### config.mk
export PLATFORM = sky130hd
export DESIGN_NAME = pll_clock_mode_generator
export DESIGN_NICKNAME = d
export VERILOG_FILES = /design/src/logic/pll_clock_mode_generator.v
export VERILOG_INCLUDE_DIRS = /design/src /design/src/logic
export SDC_FILE = /design/constraint.sdc
export NUM_CORES = 1
export LEC_CHECK = 0
export ABC_CLOCK_PERIOD_IN_PS = 8000
export BUFFER_PORTS_ARGS = -buffer_cell sky130_fd_sc_hd__buf_2
export CORE_MARGIN = 5
export CORE_UTILIZATION = 48
export DETAILED_ROUTE_END_ITERATION = 16
export GPL_TIMING_DRIVEN = 0
export PLACE_DENSITY = 0.66
export SETUP_SLACK_MARGIN = 0.3
export SLEW_MARGIN = 40
export SYNTH_ARGS = -nofsm -noshare
export SYNTH_HDL_FRONTEND = slang
export SYNTH_SLANG_ARGS = --single-unit
### constraint.sdc
create_clock -name mclk -period 8 [get_ports mclk]
set_input_delay 0 -clock mclk [delete_from_list [all_inputs] [get_ports mclk]]
set_output_delay 0 -clock mclk [all_outputs]
set_load 0.02 [all_outputs]
### src/logic/pll_clock_consts.vh
// constants for the clock mode generator: register address, fields, reset values
`ifndef PLL_CLOCK_CONSTS_VH
`define PLL_CLOCK_CONSTS_VH
`define CMC_ADDR 16'h0058
`define CMC_MUL_HI 15
`define CMC_MUL_LO 12
`define CMC_HALF_BIT 11
`define CMC_CNT_HI 10
`define CMC_CNT_LO 3
`define CMC_PLLON_BIT 2
`define CMC_MULMODE_BIT 1
`define CMC_STATUS_BIT 0
`define CMC_RST_000 16'h0000
`define CMC_RST_001 16'h9007
`define CMC_RST_010 16'h4007
`define CMC_RST_100 16'h1007
`define CMC_RST_110 16'hF007
`define CMC_RST_111 16'h0000
`define CMC_RST_101 16'hF000
`define CMC_RST_011 16'h0000
`define CMC_MUL_QUARTER 4'hF
`define LOCK_REF_PER_STEP 5'h10
`define PIN_SEL_OSC_OFF 3'h0
`endif

### src/logic/pll_clock_mode_generator.v
// clock mode generator: divider and digital multiplier with lock timer and mode register
// Summary of operation
// - multiply mode: device clock is reference times one of 31 ratios
// - divider mode: device clock is reference divided by 2 or 4
// - in divider mode the multiplier can be fully switched off
// - programmable lock timer delays changeover to multiplied clock
// - multiplier acquires, then tracks; only after that is its clock used
// - 16-bit clock mode register at data address 0058h, read and write
// - reset value from pins: 001,010,100,110 give multiply modes, oscillator on
// - reset value from pins: 000,111,101 give divider modes; 011 also loads 0000h, divide by 2
// - mode pins are sampled while reset is held low
// - after reset, software writes reconfigure the clock mode
// - oscillator enable follows pins always; later pin changes touch nothing else
`timescale 1ns/1ps
`include "pll_clock_consts.vh"
module pll_clock_mode_generator #(
    parameter PER_W = 16
) (
    input wire mclk,
    input wire rst_n,
    input wire reference_clock_input,
    input wire mode_select_pin_a,
    input wire mode_select_pin_b,
    input wire mode_select_pin_c,
    input wire [15:0] addr,
    input wire [15:0] wdata,
    input wire wr_en,
    input wire rd_en,
    output reg [15:0] rdata,
    output reg device_clock,
    output reg osc_enable,
    output reg pll_power_en
);
    localparam ST_OFF = 2'b00;
    localparam ST_MEASURE = 2'b01;
    localparam ST_COUNT = 2'b10;
    localparam ST_LOCKED = 2'b11;
    localparam ACC_W = PER_W + 4;

    // pin synchronisers carry no reset so pins are sampled while reset is low
    reg [2:0] ref_sync_reg;
    reg [2:0] pin_s1_reg, pin_s2_reg, pin_s3_reg;
    reg ref_stable_reg;
    reg [2:0] pin_stable_reg;
    always @(posedge mclk) begin
        ref_sync_reg <= {ref_sync_reg[1:0], reference_clock_input};
        pin_s1_reg <= {mode_select_pin_a, mode_select_pin_b, mode_select_pin_c};
        pin_s2_reg <= pin_s1_reg;
        pin_s3_reg <= pin_s2_reg;
    end

    // a change counts only once the second and third stages agree
    always @(posedge mclk or negedge rst_n) begin
        if (!rst_n) begin
            ref_stable_reg <= 1'b0;
        end else if (ref_sync_reg[1] == ref_sync_reg[2]) begin
            ref_stable_reg <= ref_sync_reg[2];
        end
    end
    always @(posedge mclk) begin
        if (pin_s2_reg == pin_s3_reg) begin
            pin_stable_reg <= pin_s3_reg;
        end
    end
    wire ref_rise = (ref_sync_reg[1] == ref_sync_reg[2]) & ref_sync_reg[2] & ~ref_stable_reg;

    // reset value lookup from the pin pattern
    reg [15:0] pin_value;
    always @* begin
        case (pin_stable_reg)
            3'b001: pin_value = `CMC_RST_001;
            3'b010: pin_value = `CMC_RST_010;
            3'b100: pin_value = `CMC_RST_100;
            3'b110: pin_value = `CMC_RST_110;
            3'b000: pin_value = `CMC_RST_000;
            3'b111: pin_value = `CMC_RST_111;
            3'b101: pin_value = `CMC_RST_101;
            default: pin_value = `CMC_RST_011;
        endcase
    end

    // mode register; status bit is hardware owned
    reg init_done_reg;
    reg [15:1] mode_reg;
    reg [1:0] state_reg;
    reg use_pll_reg;
    wire hit = (addr == `CMC_ADDR);
    wire wr_hit = wr_en & hit;
    wire [3:0] mul = mode_reg[`CMC_MUL_HI:`CMC_MUL_LO];
    wire mul_mode = mode_reg[`CMC_MULMODE_BIT];
    always @(posedge mclk or negedge rst_n) begin
        if (!rst_n) begin
            init_done_reg <= 1'b0;
            mode_reg <= 15'h0000;
        end else if (!init_done_reg) begin
            // first edge after release loads the value caught during reset
            init_done_reg <= 1'b1;
            mode_reg <= pin_value[15:1];
        end else if (wr_hit) begin
            mode_reg <= wdata[15:1];
        end
    end

    // register read port, unmapped addresses read zero
    always @(posedge mclk or negedge rst_n) begin
        if (!rst_n) begin
            rdata <= 16'h0000;
        end else if (rd_en & hit) begin
            rdata <= {mode_reg, use_pll_reg};
        end else begin
            rdata <= 16'h0000;
        end
    end

    // oscillator enable tracks the pins regardless of reset or the register
    always @(posedge mclk) begin
        osc_enable <= (pin_stable_reg != `PIN_SEL_OSC_OFF);
    end

    // multiplier runs in multiply mode, or in divider mode only if left on
    wire pll_run = init_done_reg & (mul_mode | mode_reg[`CMC_PLLON_BIT]);
    always @(posedge mclk or negedge rst_n) begin
        if (!rst_n) begin
            pll_power_en <= 1'b0;
        end else begin
            pll_power_en <= pll_run;
        end
    end

    // ratio num/den; den is a shift of 0,1,2
    reg [3:0] num;
    reg [1:0] den_sh;
    always @* begin
        num = 4'h1;
        den_sh = 2'h0;
        if (!mode_reg[`CMC_HALF_BIT]) begin
            num = (mul == `CMC_MUL_QUARTER) ? 4'h1 : mul + 4'h1;
        end else if (!mul[0]) begin
            num = mul + 4'h1;
            den_sh = 2'h1;
        end else begin
            num = mul;
            den_sh = 2'h2;
        end
    end

    // reference period in mclk cycles, measured between rising edges
    reg [PER_W-1:0] per_cnt_reg, period_reg;
    reg [1:0] edges_reg;
    always @(posedge mclk or negedge rst_n) begin
        if (!rst_n) begin
            per_cnt_reg <= {PER_W{1'b0}};
            period_reg <= {PER_W{1'b0}};
            edges_reg <= 2'h0;
        end else if (!pll_run) begin
            per_cnt_reg <= {PER_W{1'b0}};
            edges_reg <= 2'h0;
        end else if (ref_rise) begin
            per_cnt_reg <= {PER_W{1'b0}};
            period_reg <= per_cnt_reg + {{(PER_W-1){1'b0}}, 1'b1};
            if (edges_reg != 2'h3) begin
                edges_reg <= edges_reg + 2'h1;
            end
        end else if (per_cnt_reg != {PER_W{1'b1}}) begin
            per_cnt_reg <= per_cnt_reg + {{(PER_W-1){1'b0}}, 1'b1};
        end
    end

    // phase accumulator: toggles every period*den/(2*num) cycles
    // limitation: output cannot exceed mclk/2, so the reference must be slow
    reg [ACC_W-1:0] acc_reg;
    reg pll_clk_reg;
    wire [ACC_W-1:0] target = {4'h0, period_reg} << den_sh;
    wire [ACC_W-1:0] acc_sum = acc_reg + {{(ACC_W-5){1'b0}}, num, 1'b0};
    always @(posedge mclk or negedge rst_n) begin
        if (!rst_n) begin
            acc_reg <= {ACC_W{1'b0}};
            pll_clk_reg <= 1'b0;
        end else if (!pll_run || edges_reg < 2'h2) begin
            acc_reg <= {ACC_W{1'b0}};
            pll_clk_reg <= 1'b0;
        end else if (acc_sum >= target) begin
            acc_reg <= acc_sum - target;
            pll_clk_reg <= ~pll_clk_reg;
        end else begin
            acc_reg <= acc_sum;
        end
    end

    // divider: toggle per reference edge, or every second for divide by 4
    reg div_clk_reg;
    reg div_ph_reg;
    wire div4 = (mul == `CMC_MUL_QUARTER);
    always @(posedge mclk or negedge rst_n) begin
        if (!rst_n) begin
            div_clk_reg <= 1'b0;
            div_ph_reg <= 1'b0;
        end else if (ref_rise) begin
            div_ph_reg <= ~div_ph_reg;
            if (!div4 || div_ph_reg) begin
                div_clk_reg <= ~div_clk_reg;
            end
        end
    end

    // lock sequencer: acquire period, then wait count*16 reference cycles
    reg [12:0] lock_cnt_reg;
    always @(posedge mclk or negedge rst_n) begin
        if (!rst_n) begin
            state_reg <= ST_OFF;
            lock_cnt_reg <= 13'h0000;
        end else if (!init_done_reg || wr_hit || !mul_mode) begin
            // any write to the mode register restarts acquisition, but a selected multiplier drives the new ratio to the output until the switch
            state_reg <= ST_OFF;
        end else begin
            case (state_reg)
                ST_OFF: begin
                    state_reg <= ST_MEASURE;
                end
                ST_MEASURE: begin
                    if (edges_reg == 2'h3) begin
                        lock_cnt_reg <= {5'h00, mode_reg[`CMC_CNT_HI:`CMC_CNT_LO]}
                                        * {8'h00, `LOCK_REF_PER_STEP};
                        state_reg <= ST_COUNT;
                    end
                end
                ST_COUNT: begin
                    if (lock_cnt_reg == 13'h0000) begin
                        state_reg <= ST_LOCKED;
                    end else if (ref_rise) begin
                        lock_cnt_reg <= lock_cnt_reg - 13'h0001;
                    end
                end
                ST_LOCKED: begin
                    state_reg <= ST_LOCKED;
                end
                default: begin
                    state_reg <= ST_OFF;
                end
            endcase
        end
    end

    // source select changes only when output and both sources are low
    // a stopping multiplier is forced low at once, so its last high can be cut short before the switch
    wire want_pll = (state_reg == ST_LOCKED);
    always @(posedge mclk or negedge rst_n) begin
        if (!rst_n) begin
            use_pll_reg <= 1'b0;
        end else if (want_pll != use_pll_reg && !device_clock && !pll_clk_reg
                     && !div_clk_reg) begin
            use_pll_reg <= want_pll;
        end
    end

    // device clock output from a flop
    always @(posedge mclk or negedge rst_n) begin
        if (!rst_n) begin
            device_clock <= 1'b0;
        end else if (!init_done_reg) begin
            device_clock <= 1'b0;
        end else begin
            device_clock <= use_pll_reg ? pll_clk_reg : div_clk_reg;
        end
    end
endmodule // pll_clock_mode_generator

==> results of run 1 <==
-- worst max-delay path: stages, from the launching register on --
cell and delay, ns:
dfrtp_1 0.35, clkbuf_1 0.37, clkbuf_1 0.37, nand3b_1 0.20, ha_1 0.18, inv_1 0.06, fa_1 0.40, nand2b_1 0.19
a211oi_2 0.62, and4_1 0.29, xor2_1 0.23, ha_1 0.27, and3_1 0.22, nand2_1 0.07, or4_1 0.60, nand2_1 0.11
nor2_1 0.06, a21oi_4 0.28, buf_6 0.23, mux2i_1 0.21, nor2_1 0.06
-- per-stage QoR --
stage	power [µW]	utilization	cells
2_1_floorplan	813	-	722
3_3_place_gp	865	0.531	959
3_5_place_dp	873	0.533	960
4_1_cts	1690	0.596	1017
5_1_grt	1750	0.596	1017
6_report	1680	0.596	1017
-- layer usage --
layer	vias to the layer above	global-route usage	part of all wire	wire length [µm]
met5	-	0	0	0
met2	121	0.344	0.49	8030
li1	2749	-	-	-
met1	2720	0.267	0.45	7390
met3	27	0.0446	0.045	742
met4	0	0.0648	0.020	330
-- synthesized netlist by cell type, types with 4 or more instances --
library cell / count
or3_1: 4
mux2_2: 4
o21ai_0: 51
and3_1: 8
mux2i_1: 44
a21oi_1: 50
a21o_1: 6
dfrtp_1: 108
dfxtp_1: 13
nand4_1: 7
clkbuf_1: 19
ha_1: 29
nand2b_1: 10
xor2_1: 22
nand3_1: 29
a22oi_1: 4
nor4_1: 4
nor2_1: 50
inv_1: 27
nand2_1: 68
and2_1: 15
nor2b_1: 21
o2111ai_1: 4
a211oi_1: 7
xnor2_1: 32
nor3_1: 16
o21a_1: 5
-- worst paths after layout --
| kind | from | endpoint | slack [ns] | cells after the start |
|---|---|---|---|---|
| max | mode_reg[11] | acc_reg[6] | 2.47 | 20 |
| min | rst_n | acc_reg[16] | 0.05 | 2 |
| max reg2reg | mode_reg[11] | acc_reg[6] | 2.47 | 20 |
| min reg2reg | pin_s1_reg[1] | pin_s2_reg[1] | 0.33 | 0 |
| max in group asynchronous | rst_n | div_ph_reg | 7.33 | 3 |
| min in group mclk | addr[13] | rdata[2] | 0.20 | 5 |
-- power by group --
group	switching [µW]	internal, µW
combinational	108	94.6
clock	333	478
sequential	18.5	649
-- layout make-up --
cell class                      count  area [µm²]
Multi-Input combinational cell    545        3620
Timing Repair Buffer               83         573
Buffer                             26         131
Inverter                           27         101
Clock inverter                     15         200
Tap cell                          180         225
Clock buffer                       17         425
Sequential cell                   124        3050
Fill cell                        1178        5650
-- kinds of logic after synthesis --
kind of cell,share of synthesized area
compound gates,0.144
xor+xnor,0.0685
fa+ha+maj,0.0583
buf+inv,0.0337
flops,0.442
mux,0.0703
other cells,0.000543
simple gates,0.183
-- timing repair --
| item | CTS | global route |
|---|---|---|
| hold buffers | 25 | 0 |
| gates resized for setup | 0 | 0 |
| endpoints found under the hold margin | 129 | 0 |
==> flow_metrics.env, run 1 <==
export IMPL_status="complete, no violations"
export IMPL_drive_above_1_share=0.140
export IMPL_wl_mm=16.5
export IMPL_ctsRootBufferMaster="clkbuf_16"
export IMPL_areaGrowthSynthToFinish_pct=20.7
export IMPL_die_y_um=130
export IMPL_worstSkewPairLatency_ns=0.43
export IMPL_synth_cells=721
export IMPL_grt_antenna_before_repair=0
export IMPL_power_density_nw_per_um2=202
export IMPL_largest_register_ffs=20
export IMPL_die_x_um=130
export IMPL_gp_congestion=0.928
export IMPL_cts_buffer_depth=2
export IMPL_place_detailed_hpwl_mm=12.2
export IMPL_critPathKind="reg -> reg"
export IMPL_grt_max_degree=68
export IMPL_worstHoldPathType="in -> async"
export IMPL_rsz0062_at_grt="false"
export IMPL_seq_area_frac_synth=0.442
export IMPL_maxCapViolations=0
export IMPL_end_kind="flip-flop"
export IMPL_pin_count=59
export IMPL_postLayoutCellArea_um2=8330
export IMPL_layout_commonest_cell="dfrtp_1"
export IMPL_preCtsSetupSlack_ns=2.50
export IMPL_setup_viol=0
export IMPL_routedWlPerCell_um=16.2
export IMPL_dieArea_um2=16900
export IMPL_cp_max_fo=10
export IMPL_ant_nets=0
export IMPL_finalCritPeriodShare=0.691
export IMPL_vias=5617
export IMPL_whs_ns=0.0473
export IMPL_grt_pass1_wl_mm=27.4
export IMPL_cts_max_level=4
export IMPL_drv_slew=0
export IMPL_min_period_ns=5.53
export IMPL_finalClockSkew_ns=0.00690
export IMPL_mostFrequentLayoutCells="dfrtp_1, nand2_1, buf_2"
export IMPL_drt_initial_drc_count=326
export IMPL_critPathRequiredTime_ns=8.29
export IMPL_avgSynthCellArea_um2=9.58
export IMPL_routed_via_density=5.52
export IMPL_ys_async_sr_fraction=0.871
export IMPL_grt_overflow=0
export IMPL_arrival_ns=5.81
export IMPL_rows=43
export IMPL_postCtsSetupRepairBufs=0
export IMPL_route_detailed_drc=0
export IMPL_fp_coreArea_um2=14000
export IMPL_post_dp_cell_area_um2=7460
export IMPL_grt_use_total=0.205
export IMPL_relSlewSlack=0.413
export IMPL_synth_top_area_cell="dfrtp_1"
export IMPL_synth_edf_count=3
export IMPL_yosys_warnings=0
export IMPL_syn_area_um2=6910
export IMPL_cts_tree="yes"
export IMPL_synth_flop_cell="dfrtp_1"
export IMPL_leakagePower_uw=0.00387
export IMPL_startpoint_type="flip-flop"
export IMPL_ys_ff_latch=124
export IMPL_nNetsFinal=895
export IMPL_synth_top_area_share=0.391
export IMPL_fmax_mhz=181
export IMPL_post_synth_main_area_contributors="dfrtp_1, mux2i_1, ha_1"
export IMPL_fin_ws_ns=2.47
export IMPL_yosysUniqueCellTypes=68
export IMPL_cts_buffers=17
export IMPL_start_util=0.494
export IMPL_clkTransAtPathRegs_ns=0.06
export IMPL_clock_sinks=124
export IMPL_antenna_cells=0
export IMPL_worst_pin_slew_ns=0.881
export IMPL_finalSetupTns_ns=0
export IMPL_finalHoldViolations=0
export IMPL_grt_pass1_vias=5678
export IMPL_vdd_drop_max_mv=0.217
export IMPL_place_port_buffers=57
export IMPL_drt_pass1_iter_count=5
Note: power is estimated with default switching activity, not from simulation.
==> run 2: changes to the inputs <==
Settings changed: ABC_CLOCK_PERIOD_IN_PS 8000 to 4500, PLACE_DENSITY 0.66 to 0.69.
Clock period 8 ns to 4.5 ns, I/O delays scaled along.
==> run 2 against run 1 <==
Against the previous run:
- fmax rose by 23%
- clock-buffer cell count did not move
- critical endpoint is now acc_reg[4]
- total power rose by 79%
- worst setup slack got worse by 2.5 ns
- non-clock buffer count rose by 32
- hold slack got worse by 0.0097 ns
- flip-flop and latch count did not move
- combinational power rose by 110%
- sequential share of layout area fell by 2.6 points
- die area did not move
- clock skew fell by 0.0012 ns
- highest routed layer unchanged
- wire length rose by 7.4%
==> flow_metrics.env, run 2 (synthesis gave the netlist of run 1 again) <==
export IMPL_power_density_nw_per_um2=336
export IMPL_largest_register_ffs=20
export IMPL_fmax_mhz=223
export IMPL_relSlewSlack=0.533
export IMPL_dp_cells=960
export IMPL_dieArea_um2=16900
export IMPL_mostFrequentLayoutCells="dfrtp_1, nand2_1, buf_2"
export IMPL_clock_sinks=124
export IMPL_vdd_drop_max_mv=0.327
export IMPL_drt_pass1_iter_count=5
export IMPL_maxCapViolations=0
export IMPL_antenna_cells=0
export IMPL_grt_pass1_wl_mm=27.9
export IMPL_finalCritPeriodShare=0.996
export IMPL_power_uw=3020
export IMPL_clkTransAtPathRegs_ns=0.06
export IMPL_fillers=1078
export IMPL_drt_initial_drc_count=307
export IMPL_worst_pin_slew_ns=0.701
export IMPL_die_x_um=130
export IMPL_drive_above_1_share=0.230
export IMPL_critPathTopFamily="simple AND/OR/NAND/NOR gates"
export IMPL_fin_util=0.642
export IMPL_critPathKind="reg -> reg"
export IMPL_setup_viol=0
export IMPL_grt_antenna_before_repair=0
export IMPL_path_buf_inv=7
export IMPL_layout_commonest_cell="dfrtp_1"
export IMPL_worstSkewPairLatency_ns=0.42
export IMPL_gp_congestion=0.883
export IMPL_place_detailed_hpwl_mm=11.9
export IMPL_cts_buffer_depth=2
export IMPL_rsz0062_at_grt="true"
export IMPL_startpoint_type="flip-flop"
export IMPL_grt_overflow=0
export IMPL_arrival_ns=4.75
export IMPL_start_util=0.494
export IMPL_min_period_ns=4.48
export IMPL_crit_chain="buf_6 -> ha_4 -> nand3_4 -> nand3b_1 -> ha_2 -> inv_2 -> fa_2 -> nand2b_4 -> a211oi_4 -> buf_6 -> buf_4 -> nand3_2 -> xnor2_2 -> ha_1 -> buf_8 -> nand4_1 -> or4_4 -> nand2_4 -> nor2_4 -> a21oi_4 -> buf_12 -> buf_8 -> mux2i_2 -> nor2_1"
export IMPL_max_stage_delay_ns=0.54
export IMPL_critPathSlowestCell="or4_4"
export IMPL_end_kind="flip-flop"
export IMPL_rows=43
export IMPL_cts_tree="yes"
export IMPL_status="complete, no violations"
export IMPL_wl_mm=17.7
export IMPL_critPathRequiredTime_ns=4.77
export IMPL_routedWlPerCell_um=16.9
export IMPL_whs_ns=0.0376
export IMPL_vias=5853
export IMPL_drv_slew=0
export IMPL_routed_via_density=5.58
export IMPL_cts_max_level=4
export IMPL_worstHoldPathType="in -> async"
export IMPL_nNetsFinal=927
export IMPL_grt_pass1_vias=5848
export IMPL_route_detailed_drc=0
export IMPL_grt_use_total=0.209
export IMPL_instances_no_fill=1049
export IMPL_finalClockSkew_ns=0.00568
export IMPL_cp_max_fo=5
export IMPL_leakagePower_uw=0.00415
export IMPL_fp_coreArea_um2=14000
export IMPL_areaGrowthSynthToFinish_pct=29.9
export IMPL_grt_max_degree=73
export IMPL_place_port_buffers=57
export IMPL_cts_buffers=17
export IMPL_ctsRootBufferMaster="clkbuf_16"
export IMPL_die_y_um=130
export IMPL_ant_nets=0
export IMPL_pin_count=59
export IMPL_finalHoldViolations=0
## run 2: changes by cell type in the layout (fill, tap and decap cells not counted), sizes merged
cell         delta
buf            +37
inv             -1
dlygate4sd3     -1
clkbuf          -4
clkinv          -1
clkinvlp        +2
## run 2: report_power, final
group | switching [µW] | total (µW) | internal, µW
registers | 33.8 | 1190 | 1150
logic | 220 | 434 | 213
clock network | 556 | 1390 | 837
total | 810 | 3020 | 2200
## run 2: path summary, 6_finish.rpt
kind | slack [ns] | cells past startpoint | startpoint | to
min in group mclk | 0.04 | 4 | addr[7] | rdata[0]
worst min register to register | 0.33 | 0 | pin_s1_reg[1] | pin_s2_reg[1]
worst min-delay path | 0.04 | 2 | rst_n | period_reg[10]
worst max register to register | 0.02 | 24 | mode_reg[12] | acc_reg[4]
worst max-delay path | 0.02 | 24 | mode_reg[12] | acc_reg[4]
max in group asynchronous | 3.81 | 3 | rst_n | lock_cnt_reg[7]
## run 2: through the flow
stage	area (µm²)	TNS [ns]	setup WS, ns
2_1_floorplan	6940	0	0.304
3_3_place_gp	7450	-6.14	-0.375
3_5_place_dp	7490	-7.59	-0.466
4_1_cts	8660	0	0.0759
5_1_grt	8970	-1.46	-0.138
6_report	8970	0	0.0194
## run 2: worst register-to-register path, stage by stage (launching register included)
cell and delay, ns:
dfrtp_1 0.38, buf_6 0.11, ha_4 0.15, nand3_4 0.08
nand3b_1 0.13, ha_2 0.21, inv_2 0.05, fa_2 0.35
nand2b_4 0.16, a211oi_4 0.26, buf_6 0.17, buf_4 0.11
nand3_2 0.09, xnor2_2 0.17, ha_1 0.33, buf_8 0.11
nand4_1 0.09, or4_4 0.54, nand2_4 0.09, nor2_4 0.04
a21oi_4 0.16, buf_12 0.15, buf_8 0.13, mux2i_2 0.21
nor2_1 0.07
## run 2: layout make-up
type                            count  area [µm²]  share of cell area
Sequential cell                   124        3050               0.340
Clock inverter                     15         179              0.0199
Tap cell                          180         225              0.0251
Buffer                             26         194              0.0216
Clock buffer                       17         425              0.0474
Inverter                           27         106              0.0119
Multi-Input combinational cell    545        3920               0.437
Timing Repair Buffer              115         870              0.0969
## run 2: repair_timing
item,in CTS,in global routing
pin swaps,13,25
hold buffers,24,0
setup endpoints to repair,21,21
gates resized for setup,39,42
cloned,1,0
buffers inserted,16,16
endpoints found under the hold margin,129,0
## run 2: routing by layer
metal  track usage  vias up  part of all wire
met5             0        -                 0
met4        0.0648        0             0.019
met3        0.0430       41             0.042
met2         0.362      144              0.51
met1         0.265     2861              0.43
li1              -     2807                 -
